File: src/verilog/sram_link_pkg.sv
// Shared constants and types for the burst-of-four SRAM link and its controller
// Contract
// - Static clock beyond 30 ns resets loop
// - Bypass pin rising edge resets loop
// - Lock period elapses before normal operation
// - Early bypass release needs loop reset later
// - Frequency change needs loop reset, relock
// - Power-on holds every input at defined level
// - Burst addresses are base plus zero..three
// - Read select low means read request
// - Write select low means write request
// - Read and write machines run concurrently
// - Control sequencing on true clock rise
// - Reference pattern: read, then write next
// - Same-type command on next rise ignored
// - Both after idle cycle: write ignored
// - Drain pending bursts before stopping clocks
package sram_link_pkg;

  // Core clock and loop timing
  localparam int CLK_PERIOD_NS   = 20;
  localparam int STOP_NS         = 30;
  localparam int STOP_CYC        = (STOP_NS + CLK_PERIOD_NS - 1) / CLK_PERIOD_NS;
  localparam int STOP_HOLD_CYC   = STOP_CYC + 2;
  localparam int LOCK_CYCLES     = 2048;
  localparam int LOCK_MARGIN     = 2;
  localparam int BYPASS_LOW_NS   = 100;
  localparam int BYPASS_LOW_CYC  = (BYPASS_LOW_NS + CLK_PERIOD_NS - 1) / CLK_PERIOD_NS;
  localparam int PWR_HOLD_CYC    = 8;
  localparam int CNT_W           = 12;
  localparam int STALL_W         = 4;

  // Burst shape and latencies in half clock periods
  localparam int BURST_LEN       = 4;
  localparam int RD_LAT_HALF     = 5;
  localparam int WR_LAT_HALF     = 4;
  localparam int RD_CAPT_DLY     = RD_LAT_HALF + 2;
  localparam int ADDR_W_DEF      = 19;
  localparam int DATA_W_DEF      = 36;

  // Reset levels of the link pins
  localparam logic K_RST         = 1'b0;
  localparam logic K_N_RST       = 1'b1;
  localparam logic SEL_N_RST     = 1'b1;
  localparam logic BYPASS_N_RST  = 1'b0;

  // Controller sequencing states
  typedef enum logic [4:0] {
    ST_PWR   = 5'h01,
    ST_STOP  = 5'h02,
    ST_LOCK  = 5'h04,
    ST_RUN   = 5'h08,
    ST_DRAIN = 5'h10
  } host_state_e;

endpackage

File: src/verilog/sram_link_if.sv
// Pin-level link between the SRAM device and its controller
`timescale 1ns/1ps
interface sram_link_if #(
  parameter int ADDR_W = sram_link_pkg::ADDR_W_DEF,
  parameter int DATA_W = sram_link_pkg::DATA_W_DEF
);
  logic              k;
  logic              k_n;
  logic              bypass_n;
  logic              rd_sel_n;
  logic              wr_sel_n;
  logic [ADDR_W-1:0] addr;
  logic [DATA_W-1:0] d;
  logic [DATA_W-1:0] q;
  logic              q_oe;

  // Memory device end
  modport dev (
    input  k, k_n, bypass_n, rd_sel_n, wr_sel_n, addr, d,
    output q, q_oe
  );

  // Controller end
  modport ctl (
    output k, k_n, bypass_n, rd_sel_n, wr_sel_n, addr, d,
    input  q, q_oe
  );
endinterface

File: src/verilog/sram_burst_host.sv
// Memory controller end: clock generation, loop reset sequencing, burst commands
`timescale 1ns/1ps
module sram_burst_host #(
  parameter int ADDR_W   = sram_link_pkg::ADDR_W_DEF,
  parameter int DATA_W   = sram_link_pkg::DATA_W_DEF,
  parameter int LOCK_CYC = sram_link_pkg::LOCK_CYCLES
) (
  input  wire logic                                     core_clk,
  input  wire logic                                     rst,
  sram_link_if.ctl                                      link,
  input  wire logic                                     relock_req,
  output logic                                          link_ready,
  input  wire logic                                     rd_req,
  input  wire logic [ADDR_W-1:0]                        rd_addr,
  output logic                                          rd_ready,
  output logic [sram_link_pkg::BURST_LEN*DATA_W-1:0]    rd_data,
  output logic                                          rd_valid,
  input  wire logic                                     wr_req,
  input  wire logic [ADDR_W-1:0]                        wr_addr,
  input  wire logic [sram_link_pkg::BURST_LEN*DATA_W-1:0] wr_data,
  output logic                                          wr_ready,
  output logic                                          busy
);
  import sram_link_pkg::*;

  localparam int BW = BURST_LEN * DATA_W;

  host_state_e             state_reg;
  host_state_e             state_next;
  logic [CNT_W-1:0]        cnt_reg;
  logic                    k_reg;
  logic                    kn_reg;
  logic                    bypass_n_reg;
  logic                    rd_sel_n_reg;
  logic                    wr_sel_n_reg;
  logic [ADDR_W-1:0]       addr_reg;
  logic [DATA_W-1:0]       d_reg;
  logic                    rd_last_reg;
  logic                    wr_last_reg;
  logic [WR_LAT_HALF-1:0]  wq_v_reg;
  logic [BW-1:0]           wq_d_reg [WR_LAT_HALF];
  logic                    ws_v_reg;
  logic [BW-1:0]           ws_d_reg;
  logic [1:0]              ws_beat_reg;
  logic [RD_CAPT_DLY-1:0]  rq_v_reg;
  logic                    rx_v_reg;
  logic [1:0]              rx_beat_reg;
  logic [BW-1:0]           rx_reg;
  logic [BW-1:0]           rd_data_reg;
  logic                    rd_valid_reg;

  // One data beat out of a whole burst word
  function automatic logic [DATA_W-1:0] beat_of(input logic [BW-1:0] w,
                                                input logic [1:0] b);
    return w[32'(b) * DATA_W +: DATA_W];
  endfunction

  // Sequencing state decode
  wire clk_run  = (state_reg == ST_LOCK) | (state_reg == ST_RUN) | (state_reg == ST_DRAIN);
  wire k_rising = clk_run & ~k_reg;
  wire run_st   = (state_reg == ST_RUN);
  wire pending  = (|wq_v_reg) | ws_v_reg | (|rq_v_reg) | rx_v_reg;
  wire pwr_done = (cnt_reg == CNT_W'(PWR_HOLD_CYC + BYPASS_LOW_CYC - 1));
  wire stop_done = (cnt_reg == CNT_W'(STOP_HOLD_CYC - 1));
  wire lock_done = k_rising & (cnt_reg == CNT_W'(LOCK_CYC + LOCK_MARGIN - 1));

  // Command acceptance: every other true rise per type, read wins a tie
  wire rd_fire = rd_req & rd_ready;
  wire wr_fire = wr_req & wr_ready;
  assign rd_ready = run_st & k_rising & ~rd_last_reg;
  assign wr_ready = run_st & k_rising & ~wr_last_reg & ~rd_fire;

  // Write serializer source selection
  wire           wr_start = wq_v_reg[WR_LAT_HALF-1];
  wire [BW-1:0]  wr_src   = wr_start ? wq_d_reg[WR_LAT_HALF-1] : ws_d_reg;
  wire [1:0]     wr_beat  = wr_start ? 2'h0 : ws_beat_reg;

  // Read capture begins when the issue marker leaves the delay line
  wire           rd_start = rq_v_reg[RD_CAPT_DLY-1];

  // Link pins and user outputs straight from their registers; link_ready and busy decoded from state_reg and the pending flags
  assign link.k        = k_reg;
  assign link.k_n      = kn_reg;
  assign link.bypass_n = bypass_n_reg;
  assign link.rd_sel_n = rd_sel_n_reg;
  assign link.wr_sel_n = wr_sel_n_reg;
  assign link.addr     = addr_reg;
  assign link.d        = d_reg;
  assign link_ready    = run_st;
  assign rd_data       = rd_data_reg;
  assign rd_valid      = rd_valid_reg;
  assign busy          = pending;

  // Next sequencing state
  always_comb begin
    state_next = state_reg;
    unique case (state_reg)
      ST_PWR:   if (pwr_done) state_next = ST_STOP;
      ST_STOP:  if (stop_done) state_next = ST_LOCK;
      ST_LOCK:  if (lock_done) state_next = ST_RUN;
      ST_RUN:   if (relock_req) state_next = ST_DRAIN;
      ST_DRAIN: if (!pending) state_next = ST_STOP;
      default:  state_next = ST_PWR;
    endcase
  end

  // State, phase counter and loop bypass pin
  always_ff @(posedge core_clk or posedge rst) begin
    if (rst) begin
      state_reg    <= ST_PWR;
      cnt_reg      <= '0;
      bypass_n_reg <= BYPASS_N_RST;
    end else begin
      state_reg <= state_next;
      if (state_next != state_reg) begin
        cnt_reg <= '0;
      end else if (state_reg != ST_LOCK || k_rising) begin
        cnt_reg <= cnt_reg + CNT_W'(1);
      end
      if (state_reg == ST_PWR && pwr_done) begin
        bypass_n_reg <= 1'b1;
      end
    end
  end

  // Clock pins toggle each core cycle while running, stand still otherwise
  always_ff @(posedge core_clk or posedge rst) begin
    if (rst) begin
      k_reg  <= K_RST;
      kn_reg <= K_N_RST;
    end else if (clk_run) begin
      k_reg  <= ~k_reg;
      kn_reg <= k_reg;
    end
  end

  // Select and address pins, driven on true clock rises
  always_ff @(posedge core_clk or posedge rst) begin
    if (rst) begin
      rd_sel_n_reg <= SEL_N_RST;
      wr_sel_n_reg <= SEL_N_RST;
      addr_reg     <= '0;
      rd_last_reg  <= 1'b0;
      wr_last_reg  <= 1'b0;
    end else if (k_rising) begin
      rd_sel_n_reg <= ~rd_fire;
      wr_sel_n_reg <= ~wr_fire;
      addr_reg     <= rd_fire ? rd_addr : wr_addr;
      rd_last_reg  <= rd_fire;
      wr_last_reg  <= wr_fire;
    end else begin
      rd_sel_n_reg <= 1'b1;
      wr_sel_n_reg <= 1'b1;
    end
  end

  // Write data: delay to the fourth half period, then one beat per half
  always_ff @(posedge core_clk or posedge rst) begin
    if (rst) begin
      wq_v_reg    <= '0;
      for (int i = 0; i < WR_LAT_HALF; i++) wq_d_reg[i] <= '0;
      ws_v_reg    <= 1'b0;
      ws_d_reg    <= '0;
      ws_beat_reg <= 2'h0;
      d_reg       <= '0;
    end else if (clk_run) begin
      wq_v_reg    <= {wq_v_reg[WR_LAT_HALF-2:0], wr_fire};
      wq_d_reg[0] <= wr_data;
      for (int i = 1; i < WR_LAT_HALF; i++) wq_d_reg[i] <= wq_d_reg[i-1];
      if (wr_start || ws_v_reg) begin
        d_reg       <= beat_of(wr_src, wr_beat);
        ws_d_reg    <= wr_src;
        ws_beat_reg <= wr_beat + 2'h1;
        ws_v_reg    <= (wr_beat != 2'h3);
      end
    end
  end

  // Read capture: first beat seen seven cycles after issue, four beats
  always_ff @(posedge core_clk or posedge rst) begin
    if (rst) begin
      rq_v_reg     <= '0;
      rx_v_reg     <= 1'b0;
      rx_beat_reg  <= 2'h0;
      rx_reg       <= '0;
      rd_data_reg  <= '0;
      rd_valid_reg <= 1'b0;
    end else begin
      rd_valid_reg <= 1'b0;
      if (clk_run) begin
        rq_v_reg <= {rq_v_reg[RD_CAPT_DLY-2:0], rd_fire};
      end
      if (rd_start) begin
        rx_reg[DATA_W-1:0] <= link.q;
        rx_beat_reg        <= 2'h1;
        rx_v_reg           <= 1'b1;
      end else if (rx_v_reg) begin
        rx_reg[32'(rx_beat_reg) * DATA_W +: DATA_W] <= link.q;
        rx_beat_reg <= rx_beat_reg + 2'h1;
        if (rx_beat_reg == 2'h3) begin
          rx_v_reg     <= 1'b0;
          rd_data_reg  <= {link.q, rx_reg[3*DATA_W-1:0]};
          rd_valid_reg <= 1'b1;
        end
      end
    end
  end

endmodule

File: src/flat_wrapper.sv
// flat-port wrapper written by rule: the top's interface ports become plain ports
module sram_burst_host_flat import sram_link_pkg::*;
#(
  parameter int ADDR_W   = sram_link_pkg::ADDR_W_DEF,
  parameter int DATA_W   = sram_link_pkg::DATA_W_DEF,
  parameter int LOCK_CYC = sram_link_pkg::LOCK_CYCLES
)
  (core_clk, rst, relock_req, link_ready, rd_req, rd_addr, rd_ready, rd_data, rd_valid, wr_req, wr_addr, wr_data, wr_ready, busy, link_k, link_k_n, link_bypass_n, link_rd_sel_n, link_wr_sel_n, link_addr, link_d, link_q, link_q_oe);
  sram_link_if #(.ADDR_W(ADDR_W), .DATA_W(DATA_W)) link_i ();
  input  wire logic core_clk;
  input  wire logic rst;
  input  wire logic relock_req;
  output logic link_ready;
  input  wire logic rd_req;
  input  wire logic [ADDR_W-1:0] rd_addr;
  output logic rd_ready;
  output logic [sram_link_pkg::BURST_LEN*DATA_W-1:0] rd_data;
  output logic rd_valid;
  input  wire logic wr_req;
  input  wire logic [ADDR_W-1:0] wr_addr;
  input  wire logic [sram_link_pkg::BURST_LEN*DATA_W-1:0] wr_data;
  output logic wr_ready;
  output logic busy;
  output wire logic [$bits(link_i.k)-1:0] link_k;
  output wire logic [$bits(link_i.k_n)-1:0] link_k_n;
  output wire logic [$bits(link_i.bypass_n)-1:0] link_bypass_n;
  output wire logic [$bits(link_i.rd_sel_n)-1:0] link_rd_sel_n;
  output wire logic [$bits(link_i.wr_sel_n)-1:0] link_wr_sel_n;
  output wire logic [$bits(link_i.addr)-1:0] link_addr;
  output wire logic [$bits(link_i.d)-1:0] link_d;
  input wire logic [$bits(link_i.q)-1:0] link_q;
  input wire logic [$bits(link_i.q_oe)-1:0] link_q_oe;
  assign link_k = link_i.k;
  assign link_k_n = link_i.k_n;
  assign link_bypass_n = link_i.bypass_n;
  assign link_rd_sel_n = link_i.rd_sel_n;
  assign link_wr_sel_n = link_i.wr_sel_n;
  assign link_addr = link_i.addr;
  assign link_d = link_i.d;
  assign link_i.q = link_q;
  assign link_i.q_oe = link_q_oe;
  sram_burst_host #(.ADDR_W(ADDR_W), .DATA_W(DATA_W), .LOCK_CYC(LOCK_CYC)) u_core (.core_clk(core_clk), .rst(rst), .link(link_i), .relock_req(relock_req), .link_ready(link_ready), .rd_req(rd_req), .rd_addr(rd_addr), .rd_ready(rd_ready), .rd_data(rd_data), .rd_valid(rd_valid), .wr_req(wr_req), .wr_addr(wr_addr), .wr_data(wr_data), .wr_ready(wr_ready), .busy(busy));
endmodule
File: config.mk
export PLATFORM = sky130hd
export DESIGN_NAME = sram_burst_host_flat
export DESIGN_NICKNAME = d
export VERILOG_FILES = /design/src/verilog/sram_link_pkg.sv /design/src/verilog/sram_link_if.sv /design/src/verilog/sram_burst_host.sv /design/src/flat_wrapper.sv
export SDC_FILE = /design/constraint.sdc
export NUM_CORES = 2
export LEC_CHECK = 0
export ABC_AREA = 1
export BUFFER_PORTS_ARGS = -buffer_cell sky130_fd_sc_hd__buf_2
export CAP_MARGIN = 20
export CORE_MARGIN = 4
export CORE_UTILIZATION = 53
export DETAILED_ROUTE_END_ITERATION = 8
export PLACE_DENSITY = 0.71
export SLEW_MARGIN = 20
export SYNTH_ARGS = -nofsm -noshare
export SYNTH_HDL_FRONTEND = slang
export SYNTH_SLANG_ARGS = --single-unit
File: constraint.sdc
create_clock -name core_clk -period 28.8 [get_ports core_clk]
set_clock_uncertainty 0.15 [all_clocks]
set_input_delay 0 -clock core_clk [delete_from_list [all_inputs] [get_ports core_clk]]
set_output_delay 0 -clock core_clk [all_outputs]
set_load 0.01 [all_outputs]
-- Word-level counts from Yosys, hierarchy flattened
Cells that the tools add are included.
- register bits after elaboration: 1105
- latch bits: 0
- bits in writable memories: 0
- ROM bits: 0
- input port bits: 224
- logic and storage cells: 100
- memories: 0
- add/subtract/negate cells: 4
- multipliers: 2
- divide/modulo/power cells: 0
- $lt $le $gt $ge: 0
- equal/unequal tests: 12
- shift operators: 3
- mux-type cells: 24
- bitwise operators: 19
- reductions and logical operators: 10
- operator list (kind ; number):
    144-bit bitwise mux ; 1
    144-bit two-way mux ; 1
    36-bit by 34-bit variable shift with 144-bit output (first input constant) ; 1
    144-bit by 9-bit variable part select with 36-bit output ; 1
    36-bit by 34-bit variable part select with 144-bit output ; 1
    36-bit two-way mux ; 2
    8-bit negation with 34-bit output ; 1
    5-bit two-way mux ; 5
    5-bit case mux with 5 select lines ; 1
    12-bit two-way mux ; 2
    19-bit two-way mux ; 1
    12-bit by 1-bit adder with 12-bit output (second input constant) ; 1
    12-bit equality test (second input constant) ; 1
    12-bit by 2-bit equality test with 1-bit output (second input constant) ; 1
    12-bit by 4-bit equality test with 1-bit output (second input constant) ; 1
    2-bit by 4-bit multiplier with 6-bit output (second input constant) ; 2
    1-bit bitwise AND ; 8
    1-bit two-way mux ; 8
    7-bit OR reduction ; 1
    2-bit two-way mux ; 3
    1-bit NOT ; 6
    5-bit by 1-bit equality test with 1-bit output (second input constant) ; 1
    5-bit by 2-bit equality test with 1-bit output (second input constant) ; 1
    5-bit by 3-bit equality test with 1-bit output (second input constant) ; 1
    14 further kinds ; 22

-- Logic depth before layout (Yosys ltp)
- depth in word-level cells: 12
- depth in mapped cells: 14
- depth with buffers taken out: 11

-- Worst setup path before layout
No wires, ideal clock.
- path kind: register to register
- start point: register u_core.rx_beat_reg[0]
- end point: register u_core.rx_reg[4]
- library setup time: 142 ps
- arrival: 2260 ps
- path slack: 26249 ps
- cell stages (with the launch flop): 12
- buffers on the path: 5
- period minus slack after synthesis: 2551 ps
- cells stage by stage: dfrtp_1 -> inv_1 -> clkbuf_1 -> buf_2 -> ha_1 -> buf_2 -> inv_1 -> buf_2 -> buf_1 -> o211ai_1 -> nand4_1 -> o221ai_1
- cells in the longest elaborated chain, start to end: 6
- elaborated cells between the ends (all ways): 7
- classes of those cells: 1 x add/sub; 1 x mul; 2 x shift; 3 x mux
- RTL lines (item ; line ; source):
    start, declared ; sram_burst_host.sv:47 ; logic [1:0] rx_beat_reg;
    start signal, assigned ; sram_burst_host.sv:199 ; rx_beat_reg <= rx_beat_reg + 2'h1;
    2-bit by 4-bit multiplier with 6-bit output (*) ; sram_burst_host.sv:198 ; rx_reg[32'(rx_beat_reg) * DATA_W +: DATA_W] <= link.q;
    8-bit negation with 34-bit output (*) ; sram_burst_host.sv:198 ;
    36-bit by 34-bit variable part select with 144-bit output / 36-bit by 34-bit variable shift with 144-bit output (equally long branches) ; sram_burst_host.sv:198 ;
    144-bit bitwise mux (*) ; sram_burst_host.sv:198 ;
    36-bit two-way mux (*) ; sram_burst_host.sv:197 ; end else if (rx_v_reg) begin
    36-bit two-way mux (*) ; sram_burst_host.sv:193 ; if (rd_start) begin
    end signal, assigned by index ; sram_burst_host.sv:194 ; rx_reg[DATA_W-1:0] <= link.q;
    end signal, assigned by index ; sram_burst_host.sv:198 ;
    end, declared ; sram_burst_host.sv:48 ; logic [BW-1:0] rx_reg;
Every way passes the cells marked *; elsewhere a longest branch is shown, timed or not. The select of a mux whose other input is x is not followed.
A chain may end at the register's enable or synchronous reset.

-- Worst setup path in the final report
- start point: register u_core.rx_beat_reg[0]
- end point: register u_core.rx_reg[80]
- cells in the longest elaborated chain, start to end: 4
- elaborated cells between the ends (all ways): 5
- classes of those cells: 1 x add/sub; 1 x mul; 2 x shift; 1 x mux
- RTL lines (item ; line):
    2-bit by 4-bit multiplier with 6-bit output (*) ; sram_burst_host.sv:198
    8-bit negation with 34-bit output (*) ; sram_burst_host.sv:198
    36-bit by 34-bit variable part select with 144-bit output / 36-bit by 34-bit variable shift with 144-bit output (equally long branches) ; sram_burst_host.sv:198
    144-bit bitwise mux (*) ; sram_burst_host.sv:198
Every way passes the cells marked *; elsewhere a longest branch is shown, timed or not.

==> impl_metrics.py <==
metrics = {
    "outcome": {
        "status": "finished clean",
    },
    "die": {
        "num_rows": 105,
        "io_pins": 433,
        "core_area_sq_um": 82500,
        "start_util_pct": 53.8,
        "die_h_um": 297,
        "die-area_sq_um": 88400,
        "die_w_um": 297,
    },
    "worst_hold_path": {
        "hold_start": "wr_data[43]",
        "hp-class": "input pin to register",
        "hold_depth": 4,
        "hold_end": "u_core.wq_d_reg[475]$_DFFE_PP0N_",
    },
    "sta": {
        "rsz0062_at_grt": "false",
        "hold_ws_ns": 0.0243,
        "max-slew-margin-rel_pct": 27.4,
        "worst_pin_slew_ns": 1.09,
        "finalSetupTns_ns": 0,
        "fin_crit_sh_pct": 17.2,
        "fmax_mhz": 202,
        "setup_viol": 0,
        "final_hold_viol_count": 0,
        "min_period_ns": 4.95,
        "slew_violations": 0,
    },
    "global_routing": {
        "overflow": 0,
        "use_met2_pct": 45.3,
        "grt_util_all_layers_pct": 28.2,
        "grt_pass1_wl_um": 200000,
        "grt_max_degree": 193,
        "gr-usage-met3_pct": 3.67,
        "grt_util_met1_pct": 39.6,
        "grt-busiest-layer": "met2",
        "antenna_found_initial": 11,
        "grt_pass1_vias": 36200,
    },
    "worst_setup_path": {
        "crit_arrival_ns": 5.38,
        "ff2ff_path_depth": 9,
        "rr_startpoint": "u_core.rx_beat_reg[0]$_DFFE_PP0P_",
        "rrSetupSlack_ns": 23.85,
        "worstSetupEndpointType": "register",
        "worstSetupPathType": "register to register",
        "cp.required_ns": 29.24,
        "critPathLaunchType": "register",
        "worst-path-max-fanout": 52,
        "r2r-end": "u_core.rx_reg[80]$_DFFE_PP0P_",
    },
    "synth": {
        "synth_area_sq_um": 44400,
        "synth_seq_cells": 1069,
        "syn_avg_cell_area_sq_um": 8.63,
        "synth_edf_count": 0,
        "netlist_instances": 5144,
        "yosysSeqAreaShare_pct": 60.3,
        "ys_types": 42,
        "synthFlopType": "dfrtp_1",
        "async_flop_share_pct": 100,
        "synth_fp_nets": 5376,
        "yosys_warnings": 0,
    },
    "clock_tree": {
        "h-tree-depth": 3,
        "clock_tree.root_cell": "clkbuf_16",
        "cts_made_buffers": 108,
        "cts_resized": 0,
        "cts_buffer_depth": 3,
        "cts_tree": "done",
        "clk_latency_ns": 0.67,
        "path_clk_slew_ns": 0.06,
        "clkSinkCount": 1069,
    },
    "power": {
        "power_w": 0.00324,
        "p_per_area_nw_per_um2": 59.7,
        "peakVddDrop_mv": 0.0495,
        "power.leakage_nw": 27.2,
    },
    "final_layout": {
        "area_growth_syn_to_layout_pct": 22.1,
        "layout_commonest_cell": "nand2_1",
        "largest_reg_flops": 576,
        "final_nets": 6000,
        "most-common-layout-cells": "1960 x nand2_1, 1063 x dfrtp_1, 734 x o21ai_0",
        "stdcell_area_sq_um": 54200,
        "drive_gt1_share_pct": 11.7,
        "post_layout_nonfiller_instances": 6935,
    },
    "route": {
        "drt_iter0_markers": 3339,
        "post_drt_wl_per_cell_um": 18.1,
        "ant_nets": 0,
        "drt_first_pass_iters": 7,
        "vias": 37000,
        "vias_per_cell": 5.33,
        "drcViolationCount": 0,
        "routed_wl_um": 125000,
    },
    "place": {
        "gp_congestion": 0.907,
        "hpwl_um": 79300,
        "io_buffers": 431,
        "dp_cells": 6368,
        "placed_cell_area_sq_um": 46800,
    },
    "run": {
        "maxCapViolations": 0,
    },
}
==> kinds of logic (layout without fill, tap and decap cells) <==
logic type	count (synthesis)	in the layout	synth area share (%)
flip-flops	1069	1069	60.3
AO/OA/AOI/OAI	1050	1050	12.6
adder cells (fa/ha/maj)	8	8	0.226
AND/OR/NAND/NOR	2211	2211	19.4
other	0	8	0
XOR/XNOR	9	9	0.178
buffers and inverters	797	1510	7.30
==> worst max-delay path, cell delays in order, from the launching register on <==
cell,delay [ns]
dfrtp_2,0.40
inv_1,0.05
buf_4,0.44
ha_1,0.81
inv_1,0.58
nor2_4,0.87
nand3_2,0.77
inv_2,0.49
nand3_1,0.16
o21ai_0,0.11
==> final cells by class <==
class	instances	area [sq um]
fillers	6653	28300
flip-flops and latches	1069	26800
multi-input cells	3278	14400
repair buffers	836	6110
clock buffers	161	3200
inverters	475	1800
well taps	1070	1340
clock inverters	38	539
diodes	8	20.0
==> per-layer routing <==
| layer | part of all wire [%] | vias to the layer above |
|---|---|---|
| met3 | 5.7 | 249 |
| li1 | - | 17500 |
| met1 | 43 | 17900 |
| met4 | 4.0 | 0 |
| met5 | 0 | - |
| met2 | 47 | 1279 |
==> timing repair <==
item                                   4_1_cts  5_1_grt
hold buffers                               358        0
buffers inserted                             0        0
endpoints found under the hold margin      649        0
==> metrics by stage <==
| stage | setup WS, ns | util, % |
|---|---|---|
| 5_1_grt | 23.45 | 65.7 |
| 4_1_cts | 23.94 | 65.6 |
| 2_1_floorplan | 13.91 | - |
| 3_5_place_dp | 23.95 | 56.8 |
| 6_report | 23.85 | 65.7 |
| 3_3_place_gp | 23.90 | 56.8 |
==> where the power goes <==
group | switching [W] | internal (W) | total [W]
Sequential | 0.0000323 | 0.00156 | 0.00159
Combinational | 0.000104 | 0.0000794 | 0.000184
Clock | 0.000604 | 0.000854 | 0.00146
==> synth_stat cells, types with 15 or more instances <==
library cell / instances / area share [%]
buf_2: 143 / 1.6
nand3_1: 74 / 0.83
buf_4: 18 / 0.30
o22ai_1: 53 / 0.75
o21ai_1: 22 / 0.25
clkbuf_1: 153 / 1.3
o221ai_1: 31 / 0.61
o21ai_0: 734 / 8.3
inv_1: 468 / 4.0
dfrtp_1: 1065 / 60
a31oi_1: 51 / 0.72
nor2_1: 111 / 0.94
a21oi_1: 117 / 1.3
nand2_1: 1964 / 17
nand3b_1: 21 / 0.36
nand4_1: 22 / 0.31
o211ai_1: 15 / 0.25
==> how the worst max path moves through the flow <==
| stage | startpoint | endpoint | slack (ns) | cells after the start |
|---|---|---|---|---|
| floorplan | rst | u_core.cnt_reg[0]$_DFFE_PP0P_ | 13.91 | 1 |
| global route | u_core.state_reg[2]$_DFF_PP0_ | u_core.wq_d_reg[20]$_DFFE_PP0N_ | 23.45 | 10 |
| finish | u_core.rx_beat_reg[0]$_DFFE_PP0P_ | u_core.rx_reg[80]$_DFFE_PP0P_ | 23.85 | 9 |
| detailed placement | u_core.state_reg[0]$_DFF_PP1_ | u_core.wq_d_reg[0]$_DFFE_PP0N_ | 23.95 | 10 |
| global placement | u_core.rx_beat_reg[0]$_DFFE_PP0P_ | u_core.rx_reg[80]$_DFFE_PP0P_ | 23.90 | 9 |
| CTS | u_core.state_reg[0]$_DFF_PP1_ | u_core.wq_d_reg[0]$_DFFE_PP0N_ | 23.94 | 10 |
(Power assumes the default switching activity.)
